File: src/rbsc_cfg.svh
// Constants of the radio basic state controller.
`ifndef RBSC_CFG_SVH
`define RBSC_CFG_SVH
`define RBSC_ADDR_CMD 4'h0
`define RBSC_ADDR_STATUS 4'h1
`define RBSC_ADDR_PIN 4'h2
`define RBSC_ADDR_EVENT 4'h3
`define RBSC_ADDR_CHANNEL 4'h4
`define RBSC_ADDR_RXINFO 4'h5
`define RBSC_PIN_SLEEP_BIT 0
`define RBSC_PIN_RESET_BIT 1
`define RBSC_CMD_NOP 5'h00
`define RBSC_CMD_TX_START 5'h02
`define RBSC_CMD_FORCE_OFF 5'h03
`define RBSC_CMD_FORCE_PLL 5'h04
`define RBSC_CMD_RX_ON 5'h06
`define RBSC_CMD_OFF 5'h08
`define RBSC_CMD_PLL_ON 5'h09
`define RBSC_ST_BUSY_RX 5'h01
`define RBSC_ST_BUSY_TX 5'h02
`define RBSC_ST_RX_ON 5'h06
`define RBSC_ST_OFF 5'h08
`define RBSC_ST_PLL_ON 5'h09
`define RBSC_ST_SLEEP 5'h0F
`define RBSC_ST_PENDING 5'h1F
`define RBSC_CHANNEL_RST 5'h0B
`define RBSC_CLK_MHZ 10
`define RBSC_TX_RAMP_US 16
`define RBSC_TX_RAMP_CYC ((`RBSC_TX_RAMP_US * `RBSC_CLK_MHZ))
`define RBSC_REG_SETTLE_CYC 8
`define RBSC_PLL_SETTLE_CYC 16
`define RBSC_CNT_W 8
`define RBSC_EV_AWAKE 0
`define RBSC_EV_LOCK 1
`define RBSC_EV_RXSTART 2
`define RBSC_EV_RXEND 3
`define RBSC_EV_TXEND 4
`define RBSC_EV_AMATCH 5
`endif

File: src/rbsc_pkg.sv
// Types of the radio basic state controller.
`default_nettype none
package rbsc_pkg;
  typedef enum logic [2:0] {
    RBSC_SLEEP,
    RBSC_OFF,
    RBSC_PLL,
    RBSC_RX_LISTEN,
    RBSC_BUSY_RX,
    RBSC_BUSY_TX
  } rbsc_state_t;
  typedef struct packed {
    logic [3:0] addr;
    logic [7:0] wdata;
    logic wr;
    logic rd;
  } rbsc_bus_t;
  typedef struct packed {
    logic shrFound;
    logic phrValid;
    logic addrMatch;
    logic frameDone;
    logic crcOk;
    logic txDone;
  } rbsc_phy_t;
endpackage
`default_nettype wire

File: src/rbsc_timer.sv
// Down-counter that pulses once when a loaded delay has elapsed.
`default_nettype none
`include "rbsc_cfg.svh"
module rbsc_timer
  import rbsc_pkg::*;
(
  input wire logic ref_clk,
  input wire logic rst,
  input wire logic load,
  input wire logic [`RBSC_CNT_W-1:0] count,
  input wire logic cancel,
  output logic done
);
  logic [`RBSC_CNT_W-1:0] cnt_r;
  logic run_r;
  assign done = run_r && (cnt_r == 8'h01);
  always_ff @(posedge ref_clk)
  begin
    if (rst || cancel)
    begin
      run_r <= 1'b0;
      cnt_r <= 8'h00;
    end
    else if (load)
    begin
      run_r <= 1'b1;
      cnt_r <= count;
    end
    else if (run_r)
    begin
      cnt_r <= cnt_r - 8'h01;
      if (cnt_r == 8'h01)
        run_r <= 1'b0;
    end
  end
endmodule
`default_nettype wire

File: src/rbsc_ctrl.sv
// Basic-mode state controller of the 2.4 GHz radio with its register port.
`default_nettype none
`include "rbsc_cfg.svh"
module rbsc_ctrl
  import rbsc_pkg::*;
(
  input wire logic ref_clk,
  input wire logic rst,
  input wire rbsc_bus_t bus,
  output logic [7:0] rdata,
  input wire rbsc_phy_t phy,
  output logic regulatorOn,
  output logic synthOn,
  output logic rxOn,
  output logic paOn,
  output logic txChipStart,
  output logic bufferWrite,
  output logic memClear,
  output logic frontEndOn,
  output logic [4:0] channel,
  output logic [5:0] events
);
  rbsc_state_t state_r, state_nxt;
  logic [4:0] cmd_r;
  logic sleepTx_r;
  logic sleepTxPrev_r;
  logic [4:0] channel_r;
  logic crcValid_r;
  logic offPending_r;
  logic locked_r;
  logic regReady_r;
  logic inTransit_r;
  logic txSending_r;
  logic [7:0] rdata_r;
  logic [5:0] events_r;
  logic [5:0] eventsSet;
  logic [7:0] readMux;
  logic [4:0] statusCode;
  logic [4:0] stableCode;

  // Write decoding.
  wire cmdWrite = bus.wr && (bus.addr == `RBSC_ADDR_CMD);
  wire pinWrite = bus.wr && (bus.addr == `RBSC_ADDR_PIN);
  wire chanWrite = bus.wr && (bus.addr == `RBSC_ADDR_CHANNEL);
  wire [4:0] newCmd = bus.wdata[4:0];
  // The reset bit is self-clearing: it is never stored, only acted upon.
  wire softReset = pinWrite && bus.wdata[`RBSC_PIN_RESET_BIT];
  wire radioReset = rst || softReset;
  wire sleepRise = sleepTx_r && !sleepTxPrev_r;
  wire sleepFall = !sleepTx_r && sleepTxPrev_r;
  wire isBusy = (state_r == RBSC_BUSY_RX) || (state_r == RBSC_BUSY_TX);
  wire forceOff = cmdWrite && (newCmd == `RBSC_CMD_FORCE_OFF);
  wire plainOff = cmdWrite && (newCmd == `RBSC_CMD_OFF);
  wire forcePll = cmdWrite && (newCmd == `RBSC_CMD_FORCE_PLL);
  wire pllCmd = cmdWrite && (newCmd == `RBSC_CMD_PLL_ON);
  wire rxCmd = cmdWrite && (newCmd == `RBSC_CMD_RX_ON);
  wire txCmd = cmdWrite && (newCmd == `RBSC_CMD_TX_START);
  wire rxDone = (state_r == RBSC_BUSY_RX) && phy.frameDone;
  wire txDone = (state_r == RBSC_BUSY_TX) && phy.txDone && txSending_r;
  wire activityDone = rxDone || txDone;

  // Timers for regulator settling, synthesizer settling and transmit ramp.
  wire enterPll = (state_r == RBSC_OFF) && pllCmd;
  wire enterTx = (state_r == RBSC_PLL) && (sleepRise || txCmd);
  wire leaveAnalog = (state_nxt == RBSC_OFF) || (state_nxt == RBSC_SLEEP);
  wire regDone;
  wire pllDone;
  wire rampDone;
  rbsc_timer u_regTimer (
    .ref_clk(ref_clk),
    .rst(radioReset),
    .load(enterPll),
    .count(8'(`RBSC_REG_SETTLE_CYC)),
    .cancel(leaveAnalog),
    .done(regDone)
  );
  rbsc_timer u_pllTimer (
    .ref_clk(ref_clk),
    .rst(radioReset),
    .load(regDone),
    .count(8'(`RBSC_PLL_SETTLE_CYC)),
    .cancel(leaveAnalog),
    .done(pllDone)
  );
  rbsc_timer u_rampTimer (
    .ref_clk(ref_clk),
    .rst(radioReset),
    .load(enterTx),
    .count(8'(`RBSC_TX_RAMP_CYC)),
    .cancel(state_nxt != RBSC_BUSY_TX),
    .done(rampDone)
  );

  // Next-state logic.
  always_comb
  begin
    state_nxt = state_r;
    case (state_r)
      RBSC_SLEEP:
        if (sleepFall)
          state_nxt = RBSC_OFF;
      RBSC_OFF:
        if (sleepRise)
          state_nxt = RBSC_SLEEP;
        else if (pllCmd)
          state_nxt = RBSC_PLL;
      RBSC_PLL:
        if (forceOff || plainOff)
          state_nxt = RBSC_OFF;
        else if (rxCmd)
          state_nxt = RBSC_RX_LISTEN;
        else if (sleepRise || txCmd)
          state_nxt = RBSC_BUSY_TX;
      RBSC_RX_LISTEN:
        if (forceOff || plainOff)
          state_nxt = RBSC_OFF;
        else if (forcePll || pllCmd)
          state_nxt = RBSC_PLL;
        else if (phy.shrFound && locked_r)
          state_nxt = RBSC_BUSY_RX;
      RBSC_BUSY_RX:
        if (forceOff)
          state_nxt = RBSC_OFF;
        else if (forcePll)
          state_nxt = RBSC_PLL;
        else if (rxDone)
          state_nxt = (offPending_r || plainOff) ? RBSC_OFF : RBSC_RX_LISTEN;
      RBSC_BUSY_TX:
        if (forceOff)
          state_nxt = RBSC_OFF;
        else if (forcePll)
          state_nxt = RBSC_PLL;
        else if (txDone)
          state_nxt = (offPending_r || plainOff) ? RBSC_OFF : RBSC_PLL;
      default:
        state_nxt = RBSC_OFF;
    endcase
  end

  // Stable codes are all distinct and none equals the pending code.
  assign stableCode = (state_r == RBSC_SLEEP) ? `RBSC_ST_SLEEP :
                      (state_r == RBSC_PLL) ? `RBSC_ST_PLL_ON :
                      (state_r == RBSC_RX_LISTEN) ? `RBSC_ST_RX_ON :
                      (state_r == RBSC_BUSY_RX) ? `RBSC_ST_BUSY_RX :
                      (state_r == RBSC_BUSY_TX) ? `RBSC_ST_BUSY_TX : `RBSC_ST_OFF;
  assign statusCode = inTransit_r ? `RBSC_ST_PENDING : stableCode;

  // Events pulse for one cycle.
  wire enterOffFromSleep = (state_r == RBSC_SLEEP) && (state_nxt == RBSC_OFF);
  assign eventsSet[`RBSC_EV_AWAKE] = enterOffFromSleep;
  assign eventsSet[`RBSC_EV_LOCK] = pllDone;
  assign eventsSet[`RBSC_EV_RXSTART] = (state_r == RBSC_BUSY_RX) && phy.phrValid;
  assign eventsSet[`RBSC_EV_RXEND] = rxDone;
  assign eventsSet[`RBSC_EV_TXEND] = txDone;
  assign eventsSet[`RBSC_EV_AMATCH] = (state_r == RBSC_BUSY_RX) && phy.addrMatch;

  assign readMux = (bus.addr == `RBSC_ADDR_CMD) ? {3'h0, cmd_r} :
                   (bus.addr == `RBSC_ADDR_STATUS) ? {3'h0, statusCode} :
                   (bus.addr == `RBSC_ADDR_PIN) ? {7'h00, sleepTx_r} :
                   (bus.addr == `RBSC_ADDR_EVENT) ? {2'h0, events_r} :
                   (bus.addr == `RBSC_ADDR_CHANNEL) ? {3'h0, channel_r} :
                   (bus.addr == `RBSC_ADDR_RXINFO) ? {6'h00, locked_r, crcValid_r} : 8'h00;

  // Pin-control bit survives a soft reset; only the main reset clears it.
  always_ff @(posedge ref_clk)
  begin
    if (rst)
    begin
      sleepTx_r <= 1'b0;
      sleepTxPrev_r <= 1'b0;
    end
    else
    begin
      if (pinWrite)
        sleepTx_r <= bus.wdata[`RBSC_PIN_SLEEP_BIT];
      sleepTxPrev_r <= sleepTx_r;
    end
  end

  // Radio registers and state return to defaults on either reset.
  always_ff @(posedge ref_clk)
  begin
    if (radioReset)
    begin
      state_r <= RBSC_OFF;
      cmd_r <= `RBSC_CMD_NOP;
      channel_r <= `RBSC_CHANNEL_RST;
      crcValid_r <= 1'b0;
      offPending_r <= 1'b0;
      locked_r <= 1'b0;
      regReady_r <= 1'b0;
      inTransit_r <= 1'b0;
      txSending_r <= 1'b0;
    end
    else
    begin
      state_r <= state_nxt;
      if (cmdWrite)
        cmd_r <= newCmd;
      if (chanWrite)
        channel_r <= bus.wdata[4:0];
      if (rxDone)
        crcValid_r <= phy.crcOk;
      if (state_nxt != state_r)
        offPending_r <= 1'b0;
      else if (isBusy && plainOff)
        offPending_r <= 1'b1;
      if (leaveAnalog)
        regReady_r <= 1'b0;
      else if (regDone)
        regReady_r <= 1'b1;
      if (leaveAnalog)
        locked_r <= 1'b0;
      else if (pllDone)
        locked_r <= 1'b1;
      inTransit_r <= (state_nxt != state_r);
      if (state_nxt != RBSC_BUSY_TX)
        txSending_r <= 1'b0;
      else if (rampDone)
        txSending_r <= 1'b1;
    end
  end

  // Awake also fires on the cycle that follows any reset, since off is entered then.
  logic resetSeen_r;
  always_ff @(posedge ref_clk)
  begin
    resetSeen_r <= radioReset;
    if (rst)
    begin
      events_r <= 6'h00;
      rdata_r <= 8'h00;
    end
    else
    begin
      events_r <= eventsSet | {5'h00, resetSeen_r && !softReset};
      rdata_r <= bus.rd ? readMux : 8'h00;
    end
  end

  assign rdata = rdata_r;
  assign events = events_r;
  assign channel = channel_r;
  assign regulatorOn = (state_r != RBSC_OFF) && (state_r != RBSC_SLEEP);
  assign synthOn = regulatorOn && (regReady_r || state_r != RBSC_PLL);
  assign rxOn = (state_r == RBSC_RX_LISTEN) || (state_r == RBSC_BUSY_RX);
  assign paOn = (state_r == RBSC_BUSY_TX) && txSending_r;
  assign txChipStart = rampDone && (state_nxt == RBSC_BUSY_TX);
  assign bufferWrite = (state_r == RBSC_BUSY_RX);
  assign memClear = (state_r == RBSC_SLEEP);
  assign frontEndOn = regulatorOn;
endmodule
`default_nettype wire

File: config.mk
export PLATFORM = sky130hd
export DESIGN_NAME = rbsc_ctrl
export DESIGN_NICKNAME = d
export VERILOG_FILES = /design/src/rbsc_pkg.sv /design/src/rbsc_timer.sv /design/src/rbsc_ctrl.sv
export VERILOG_INCLUDE_DIRS = /design/src
export SDC_FILE = /design/constraint.sdc
export NUM_CORES = 1
export LEC_CHECK = 0
export BUFFER_PORTS_ARGS = -buffer_cell sky130_fd_sc_hd__buf_2
export CAP_MARGIN = 20
export CORE_MARGIN = 4
export CORE_UTILIZATION = 45
export DETAILED_ROUTE_END_ITERATION = 10
export PLACE_DENSITY = 0.73
export SLEW_MARGIN = 0
export SYNTH_ARGS = -nofsm -noshare
export SYNTH_HDL_FRONTEND = slang
export SYNTH_HIERARCHICAL = 1
export SYNTH_SLANG_ARGS = --single-unit
File: constraint.sdc
create_clock -name ref_clk -period 5 [get_ports ref_clk]
set_clock_uncertainty 0.15 [all_clocks]
set_input_delay 0.25 -clock ref_clk [delete_from_list [all_inputs] [get_ports ref_clk]]
set_output_delay 0.25 -clock ref_clk [all_outputs]
set_load 0.02 [all_outputs]
==> results of run 1 <==
## Yosys cell counts (4+ instances only)
cell,n
o21a_1,4
or4_4,4
clkbuf_1,16
nor2_1,35
nor3b_1,7
a31oi_1,15
nor4_1,4
nor4b_1,11
or3_1,6
o31ai_1,4
xnor2_1,9
and2_1,7
o211ai_1,7
nand4_1,4
and3_1,4
nand3b_1,6
nand2b_1,10
o21ai_0,25
a21oi_1,29
inv_1,20
buf_4,4
buf_2,4
nand3_1,19
nor3_1,13
mux2i_1,4
ha_1,6
a211oi_1,5
a22oi_1,4
nand4b_1,4
nand2_1,36
dfxtp_1,61
## stage by stage
step | total power [uW] | util (%) | hold WS [ns] | instance area [um^2]
floorplan | 541 | - | 0.167 | 3730
global placement | 560 | 50.8 | 0.276 | 3970
detailed placement | 561 | 50.8 | 0.281 | 3970
CTS | 1060 | 54.0 | 0.00603 | 4210
global route | 1100 | 54.0 | 0.0331 | 4210
finish | 1060 | 54.0 | 0.0171 | 4210
## critical path: cells and delay by family, from the launching register on
kind	cells	cell delay, ns
compound gates	6	1.20
flops	1	0.64
simple gates	3	1.14
## state kept, by name, indices dropped and copies added, names as in the netlist, 3 cells and up
name,flops
state_r,3
rdata,6
u_regTimer/cnt_r,8
u_pllTimer/cnt_r,8
cmd_r,5
channel,5
u_rampTimer/cnt_r,8
events,6
## repair_timing
action | 4_1_cts | 5_1_grt
hold buffers | 2 | 0
gates resized for setup | 0 | 0
endpoints found under the hold margin | 2 | 0
endpoints found under the setup margin | 0 | 0
## path summary, 6_finish.rpt
kind	endpoint	depth (start not counted)	startpoint
setup reg to reg	u_rampTimer/cnt_r[6]	9	state_r[2]
setup / recovery	u_rampTimer/cnt_r[6]	9	state_r[2]
hold / removal	crcValid_r	3	phy[1]
hold reg to reg	events[0]	2	resetSeen_r
## power groups by stage
stage          combinational [uW]  clock, uW  sequential, uW
2_1_floorplan                38.4          0             503
3_3_place_gp                 58.9          0             501
3_5_place_dp                 59.6          0             501
4_1_cts                      61.2        512             490
5_1_grt                      67.9        537             490
6_report                     62.0        505             490
## routing by layer
layer	track usage, %	part of all wire [%]
met4	5.43	1.7
met5	0	0
met3	5.50	7.2
met2	30.2	45
met1	25.5	46
## cells by family after synthesis
logic type | share of synthesized area (%)
AOI/OAI and AO/OA | 23.3
xor gates and xnor gates | 2.41
adders and majority gates | 2.06
buffers and inverters | 5.19
DFF | 33.6
muxes | 1.72
other | 0.206
and+or+nand+nor | 31.5
## final cells by class
class	count	area [um^2]
Clock buffer	12	155
Fill cell	748	3590
Clock inverter	4	70.1
Inverter	21	78.8
Timing Repair Buffer	46	243
Sequential cell	61	1220
Multi-Input combinational cell	369	2320
Tap cell	102	128
==> impl_metrics.csv, run 1 <==
group,metric,value,unit
die,ios,49,
placed_design,dp_hpwl,6.57,mm
placed_design,port_buffers,43,
drt,drt-initial-drc-count,270,
drt,wire_per_inst,15.0,um
setup_path,crit_required,5.13,ns
global_route,antenna_found_initial,0,
synthesis,synth_top_area_share,33.6,%
power_and_ir_drop,switchingPower,242,uW
finish,nets,536,
sta,drv_slew,0,
drt,drt_first_pass_iters,5,
die,start_util,46.6,%
die,core_area,0.00781,mm^2
power_and_ir_drop,combPwrFrac,5.9,%
synthesis,yosysWarnings,6,
finish,mostFrequentLayoutCell,"dfxtp_1",
synthesis,avgSynthCellArea,8.06,um^2
cts,htree_levels,3,
drt,wl,9.20,mm
sta,worst_slew_pin_slew,0.818,ns
global_route,grt_pass1_wl,15.3,mm
global_route,grt_max_degree,23,
setup_path,path_class,"register to register",
finish,most-common-layout-cells,"61 x dfxtp_1, 43 x buf_2, 36 x nand2_1",
synthesis,dominantRegCellSynth,"dfxtp_1",
power_and_ir_drop,p_seq_share,46.4,%
cts,numCtsBuffers,9,
synthesis,yosysTopAreaCell,"dfxtp_1",
setup_path,critPathSlowestCell,"dfxtp_1",
cts,clock_latency,0.35,ns
sta,fin_tns_setup,0,ns
sta,max_freq,0.312,GHz
die,die_h,97.9,um
sta,fin_crit_sh,64.2,%
cts,cts-root-buf,"clkbuf_8",
cts,post_cts_buffers,0,
setup_path,cpPeakStageDelay,0.64,ns
synthesis,yosysSeqAreaShare,33.6,%
placed_design,gp_congestion,0.917,
synthesis,async_flop_share,0,%
die,dieWidth,97.9,um
power_and_ir_drop,p_leak,0.00159,uW
run,drv_cap,0,
synthesis,synth.distinct_cells,70,
sta,hold_viol_final,0,
cts,clock_sink_count,61,
setup_path,path_cells,"and3b_1 -> o21ai_0 -> a21oi_1 -> o41ai_2 -> a21boi_4 -> or3b_1 -> nor2_1 -> o21ai_0 -> a31oi_1",
min_path,min_path_type,"primary input to register",
drt,drcViolationCount,0,
power_and_ir_drop,p_int,815,uW
finish,antennaDiodeCount,0,
drt,detail-route-antenna-nets,0,
sta,maxSlewHeadroom,44.7,%
finish,syn_to_final_growth,15.8,%
synthesis,syn_area,0.00364,mm^2
sta,layout_setup_ws,1.79,ns
power_and_ir_drop,pwr-share-clk,47.8,%
setup_path,cp_data_arrival_time,3.34,ns
global_route,grtUsageTotal,19.1,%
power_and_ir_drop,switching_share,22.9,%
setup_path,timing.critical_path.from_type,"register",
outcome,status,"finished clean",
synthesis,synth_area_leaders,"dfxtp_1 34%, a21oi_1 4.0%, nand2_1 3.7%",
placed_design,dp_cells,597,
cts,cts.reportedPaths.clkPinSlew,0.07,ns
power_and_ir_drop,powerDensity,251,mW/mm^2
global_route,grt_overflow,0,
sta,setup_viol,0,
setup_path,worstSetupEndpointType,"register",
drt,via_per_inst,5.75,
power_and_ir_drop,ir_drop,0.148,mV
cts,clock_path_buffers,2,
sta,layout_min_cycle_time,3.21,ns
cts,cts_tree,"yes",
setup_path,cp_max_fo,13,
synthesis,synth_seq_cells,61,
setup_path,crit_top_cell,"o21ai_0",
die,dieArea,0.00959,mm^2
die,fp-row-count,32,
sta,rsz0062_at_grt,"no",
global_route,first_global_vias,3235,
finish,stdcell_count,615,
finish,drive_above_1_share,16.4,%
synthesis,syn-instance-count,451,
setup_path,r2r_slack,1.79,ns
placed_design,pre_cts_ws,1.60,ns
drt,vias,3539,
synthesis,synth_edf_count,0,
No activity file was read; power rests on OpenSTA's default activity.
==> inputs of run 2 (changes only) <==
--- a/config.mk
+++ b/config.mk
@@ -6,6 +6,7 @@
 export SDC_FILE = /design/constraint.sdc
 export NUM_CORES = 1
 export LEC_CHECK = 0
+export ABC_AREA = 1
 export BUFFER_PORTS_ARGS = -buffer_cell sky130_fd_sc_hd__buf_2
 export CAP_MARGIN = 20
 export CORE_MARGIN = 4
==> constraint.sdc (replaced) <==
create_clock -name ref_clk -period 3 [get_ports ref_clk]
set_clock_uncertainty 0.15 [all_clocks]
set_input_delay 0.15 -clock ref_clk [delete_from_list [all_inputs] [get_ports ref_clk]]
set_output_delay 0.15 -clock ref_clk [all_outputs]
set_load 0.02 [all_outputs]
==> impl_metrics.csv, run 2 <==
group,metric,value,unit
global_route,antenna_found_initial,0,
setup_path,r2r_cells,10,
global_route,grtUsageTotal,19.7,%
drt,drt-initial-drc-count,197,
synthesis,async_flop_share,0,%
run,drv_cap,0,
synthesis,yosysWarnings,6,
sta,layout_min_cycle_time,2.60,ns
sta,fin_tns_setup,0,ns
synthesis,syn_area,0.00376,mm^2
die,dieArea,0.00989,mm^2
drt,drt_first_pass_iters,5,
synthesis,dominantRegCellSynth,"dfxtp_1",
power_and_ir_drop,ir_drop,0.170,mV
cts,cts-root-buf,"clkbuf_8",
min_path,min_path_type,"primary input to register",
sta,fin_crit_sh,86.5,%
min_path,hold_end,"cmd_r[0]",
power_and_ir_drop,total_power,1590,uW
sta,setup_viol,0,
setup_path,rr_endpoint,"u_regTimer/run_r",
finish,drive_above_1_share,24.6,%
setup_path,crit_required,2.70,ns
cts,cts_tree,"yes",
cts,clock_path_buffers,2,
synthesis,avgSynthCellArea,6.83,um^2
sta,max_freq,0.385,GHz
outcome,status,"finished clean",
synthesis,synth_common_cells,"105 x nand2_1, 72 x inv_1, 61 x dfxtp_1",
drt,detail-route-antenna-nets,0,
cts,htree_levels,3,
cts,clock_latency,0.35,ns
sta,hold_viol_final,0,
cts,numCtsBuffers,9,
setup_path,r2r_slack,0.50,ns
cts,post_cts_buffers,0,
die,ios,49,
finish,most-common-layout-cells,"105 x nand2_1, 72 x inv_1, 61 x dfxtp_1",
die,core_area,0.00818,mm^2
die,die_h,99.5,um
synthesis,yosys.area_share.simple,39.7,%
global_route,grt_max_degree,17,
setup_path,cp_data_arrival_time,2.30,ns
drt,via_per_inst,4.92,
finish,top_regs,"u_pllTimer/cnt_r (8), u_rampTimer/cnt_r (8), u_regTimer/cnt_r (8)",
synthesis,syn-instance-count,551,
setup_path,cp_max_fo,6,
drt,wire_per_inst,12.2,um
setup_path,worstSetupEndpointType,"output port",
die,dieWidth,99.5,um
min_path,min_from,"bus[1]",
cts,clock_sink_count,61,
setup_path,path_class,"primary input to output port",
die,fp-row-count,33,
synthesis,synthAdderAreaFrac,1.99,%
sta,maxSlewHeadroom,54.8,%
synthesis,synth_edf_count,0,
power_and_ir_drop,p_leak,0.00208,uW
synthesis,synth.distinct_cells,37,
placed_design,port_buffers,43,
synthesis,yosysMostFrequentCell,"nand2_1",
setup_path,timing.critical_path.from_type,"primary input",
sta,drv_slew,0,
cts,cts.reportedPaths.clkPinSlew,0.08,ns
placed_design,gp_congestion,0.928,
synthesis,synth_top_area_share,32.4,%
drt,vias,3669,
sta,worst_slew_pin_slew,0.673,ns
power_and_ir_drop,powerDensity,358,mW/mm^2
synthesis,synth_area_leaders,"dfxtp_1 32%, nand2_1 10%, inv_1 7.2%",
synthesis,yosysSeqAreaShare,32.4,%
global_route,grt_pass1_wl,15.8,mm
sta,rsz0062_at_grt,"no",
drt,wl,9.13,mm
drt,drcViolationCount,0,
synthesis,synth_seq_cells,61,
setup_path,r2r_start,"state_r[0]",
die,start_util,46.0,%
synthesis,synth-compound-area-share,13.3,%
finish,nets,664,
synthesis,synth_top_family_by_area,"simple AND/OR/NAND/NOR gates",
finish,syn_to_final_growth,18.2,%
synthesis,yosysTopAreaCell,"dfxtp_1",
synthesis,yosys.area_share.xor_xnor,0.698,%
synthesis,synthMuxAreaShare,0,%
global_route,grt_overflow,0,
placed_design,dp_hpwl,6.93,mm
finish,mostFrequentLayoutCell,"nand2_1",
global_route,first_global_vias,3512,
min_path,holdPathStages,4,
finish,antennaDiodeCount,0,
## run 2: changes by cell type after synthesis, moves of 19 or more
cell / before / now
nand2_1: 36 / 105
inv_1: 20 / 72
inv_2: 1 / 26
nand3_1: 19 / 44
nand2_2: 0 / 22
nor2_1: 35 / 54
## run 2: per-stage QoR
stage / setup slack, ns / cell area [um^2] / utilization, % / std cells / hold slack [ns]
after floorplan: 0.899 / 3850 / - / 575 / 0.0691
after global placement: 0.655 / 4150 / 50.8 / 718 / 0.215
after detailed placement: 0.576 / 4150 / 50.8 / 718 / 0.220
after CTS: 0.440 / 4450 / 54.4 / 746 / 0.0703
after global routing: 0.147 / 4450 / 54.4 / 746 / 0.102
final: 0.404 / 4450 / 54.4 / 746 / 0.0814
## run 2: cell type report
| cell class | count | area, um^2 |
|---|---|---|
| clock buffer | 10 | 128 |
| clock inverter | 6 | 47.5 |
| fill | 797 | 3730 |
| inverter | 98 | 368 |
| multi-input combinational | 408 | 2190 |
| sequential | 61 | 1220 |
| tap | 105 | 131 |
| timing repair buffer | 58 | 358 |
## run 2: worst max-delay path by stage
stage | startpoint | endpoint
after floorplan | state_r[1] | u_rampTimer/run_r
after global placement | state_r[0] | u_rampTimer/run_r
after CTS | bus[6] | txChipStart
final | bus[6] | txChipStart
after global routing | state_r[0] | u_regTimer/run_r
after detailed placement | state_r[0] | u_regTimer/cnt_r[2]
## run 2: metal layers
layer,up-vias,track usage [%],wire (um)
li1,1919,-,-
met3,17,3.44,492
met5,-,0,0
met4,0,9.24,207
met1,1627,25.3,4260
met2,106,32.2,4160
## run 2: kinds of logic (layout without fill, tap and decap cells)
group           count (synthesis)  after routing
buf+inv                       106            172
other cells                     2             26
fa+ha+maj                       6              6
xor+xnor                        3              3
compound gates                 82             82
simple gates                  291            291
flops                          61             61
## run 2: power by group
part,switching (uW),leakage (uW),internal (uW)
clock network,366,0.0000868,305
logic,65.8,0.00150,36.4
registers,5.11,0.000492,815
total,437,0.00208,1160
## run 2: what timing repair did
| action | CTS | global route |
|---|---|---|
| resized for setup | 0 | 0 |
| hold buffers | 12 | 0 |
| hold endpoints to repair | 19 | 0 |
## run 2: worst max-delay path: stages
cell           delay [ns]
dlygate4sd3_1        0.56
buf_2                0.15
inv_1                0.14
nand2_1              0.09
nor2_1               0.11
nand2_1              0.10
nor2_4               0.15
nor2_2               0.09
nand2_1              0.07
nand2_1              0.08
inv_1                0.08
nor2_1               0.05
nand3_1              0.08
nand3_2              0.09
nor2_1               0.13
buf_2                0.18
==> inputs of run 3 (changes only) <==
--- a/config.mk
+++ b/config.mk
@@ -12,9 +12,8 @@
 export CORE_MARGIN = 4
 export CORE_UTILIZATION = 45
 export DETAILED_ROUTE_END_ITERATION = 10
-export PLACE_DENSITY = 0.73
+export PLACE_DENSITY = 0.74
 export SLEW_MARGIN = 0
 export SYNTH_ARGS = -nofsm -noshare
 export SYNTH_HDL_FRONTEND = slang
-export SYNTH_HIERARCHICAL = 1
 export SYNTH_SLANG_ARGS = --single-unit
==> impl_metrics.csv, run 3 <==
group,metric,value,unit
placed_design,pre_cts_ws,0.831,ns
sta,drv_slew,0,
finish,drive_above_1_share,17.7,%
power_and_ir_drop,powerDensity,432,mW/mm^2
placed_design,port_buffers,43,
sta,max_freq,0.382,GHz
sta,rsz0062_at_grt,"no",
power_and_ir_drop,p_leak,0.00174,uW
synthesis,yosysTopAreaCell,"dfxtp_1",
drt,detail-route-antenna-nets,0,
finish,stdcell_count,611,
finish,syn_to_final_growth,20.2,%
global_route,grt_pass1_wl,12.5,mm
synthesis,yosysMostFrequentCell,"nand2_1",
setup_path,r2r_start,"state_r[0]",
synthesis,yosysSeqAreaShare,38.0,%
sta,layout_min_cycle_time,2.62,ns
setup_path,timing.critical_path.from_type,"primary input",
cts,cts_resized,0,
cts,cts-root-buf,"clkbuf_8",
setup_path,crit_required,2.70,ns
sta,hold_viol_final,0,
die,ios,49,
cts,clock_latency,0.34,ns
global_route,grt_overflow,0,
min_path,min_path_type,"primary input to register",
die,fp-row-count,30,
synthesis,synth_common_cells,"84 x nand2_1, 78 x nor2_1, 65 x inv_1",
global_route,grtUsageTotal,18.3,%
finish,top_regs,"u_pllTimer.cnt_r (8), u_rampTimer.cnt_r (8), u_regTimer.cnt_r (8)",
synthesis,synth_seq_cells,61,
synthesis,synth.distinct_cells,42,
drt,drcViolationCount,0,
drt,via_per_inst,4.92,
sta,maxSlewHeadroom,49.1,%
die,core_area,0.00687,mm^2
cts,cts.reportedPaths.clkPinSlew,0.07,ns
setup_path,path_class,"primary input to output port",
finish,nets,540,
cts,post_cts_buffers,0,
cts,numCtsBuffers,9,
synthesis,synth_top_area_share,38.0,%
cts,holdBufCountCts,14,
synthesis,yosysWarnings,0,
drt,drt_first_pass_iters,5,
die,dieWidth,92.5,um
setup_path,cp_max_fo,7,
synthesis,syn_area,0.00322,mm^2
setup_path,cpPeakStageDelay,0.53,ns
placed_design,dp_hpwl,5.75,mm
synthesis,dominantRegCellSynth,"dfxtp_1",
sta,fin_tns_setup,0,ns
cts,clock_path_buffers,2,
finish,mostFrequentLayoutCell,"nand2_1",
synthesis,syn-instance-count,448,
sta,hold_ws,0.0737,ns
min_path,min_from,"bus[11]",
synthesis,synth_edf_count,0,
sta,layout_setup_ws,0.385,ns
placed_design,dp_cells,583,
sta,fin_crit_sh,87.2,%
setup_path,critPathSlowestCell,"dlygate4sd3_1",
die,dieArea,0.00856,mm^2
placed_design,gp_congestion,0.902,
global_route,first_global_vias,2805,
global_route,antenna_found_initial,0,
finish,most-common-layout-cells,"84 x nand2_1, 78 x nor2_1, 65 x inv_1",
setup_path,worstSetupEndpointType,"output port",
setup_path,crit_top_cell,"nand2_1",
die,die_h,92.5,um
drt,drt-initial-drc-count,246,
global_route,grt_max_degree,11,
cts,cts_tree,"yes",
cts,htree_levels,3,
cts,clock_sink_count,61,
setup_path,path_cells,"dlygate4sd3_1 -> buf_2 -> nor2_2 -> nand2_1 -> nor2_1 -> nand2_4 -> nand3_2 -> nand2_1 -> nand2_1 -> nand2_1 -> nand2_1 -> nor2_4 -> nor2_2 -> and3_1 -> buf_2",
synthesis,avgSynthCellArea,7.18,um^2
outcome,status,"finished clean",
synthesis,synth_area_leaders,"dfxtp_1 38%, nand2_1 9.8%, nor2_1 9.1%",
sta,worst_slew_pin_slew,0.758,ns
sta,setup_viol,0,
synthesis,async_flop_share,0,%
finish,antennaDiodeCount,0,
drt,wl,7.50,mm
drt,wire_per_inst,12.3,um
power_and_ir_drop,ir_drop,0.263,mV
setup_path,crit_path_start,"bus[2]",
die,start_util,46.8,%
setup_path,cp_data_arrival_time,2.32,ns
run,drv_cap,0,
drt,vias,3006,
-- run 3: logic make-up (layout without fill, tap and decap cells) --
family | count (synthesis) | count (layout) | synth area share [%]
other cells | 1 | 2 | 0.117
simple gates | 242 | 242 | 36.8
fa+ha+maj | 6 | 6 | 2.33
xor+xnor | 18 | 18 | 4.90
compound gates | 47 | 47 | 8.87
flops | 61 | 61 | 38.0
buf+inv | 73 | 139 | 8.95
-- run 3: per-layer routing --
| layer | GRT usage [%] | vias to the layer above | part of all wire [%] |
|---|---|---|---|
| met5 | 0 | - | 0 |
| met4 | 8.91 | 0 | 2.2 |
| met3 | 5.04 | 15 | 8.3 |
| met2 | 29.0 | 109 | 45 |
| met1 | 22.9 | 1335 | 44 |
| li1 | - | 1547 | - |
-- run 3: worst max-delay path: cells and delay by family --
family	cells	cell delay [ns]
buffers and inverters	3	0.87
and+or+nand+nor	12	1.30
-- run 3: final timing paths --
kind | endpoint | slack (ns) | cells past startpoint
worst max register to register | inTransit_r | 0.90 | 13
worst max-delay path | txChipStart | 0.38 | 15
worst min-delay path | rdata[4] | 0.07 | 4
worst min register to register | events[0] | 0.29 | 2
-- run 3: area by class of cell --
type | count | area, um^2
fill | 654 | 3000
multi-input combinational | 315 | 1710
sequential | 61 | 1220
timing repair buffer | 58 | 363
inverter | 67 | 251
clock buffer | 13 | 169
tap | 96 | 120
clock inverter | 1 | 30.0
-- run 3: per-stage QoR --
step	utilization, %	instance area (um^2)	power, uW
final	56.3	3860	1670
after global routing	56.3	3860	1730
after CTS	56.3	3860	1690
after detailed placement	51.3	3530	932
after global placement	51.3	3530	931
after floorplan	-	3220	894
-- run 3: where the power goes --
group | switching, uW | internal (uW) | total (uW)
registers | 3.63 | 816 | 820
logic | 68.7 | 38.9 | 108
clock network | 300 | 443 | 743
total | 372 | 1300 | 1670
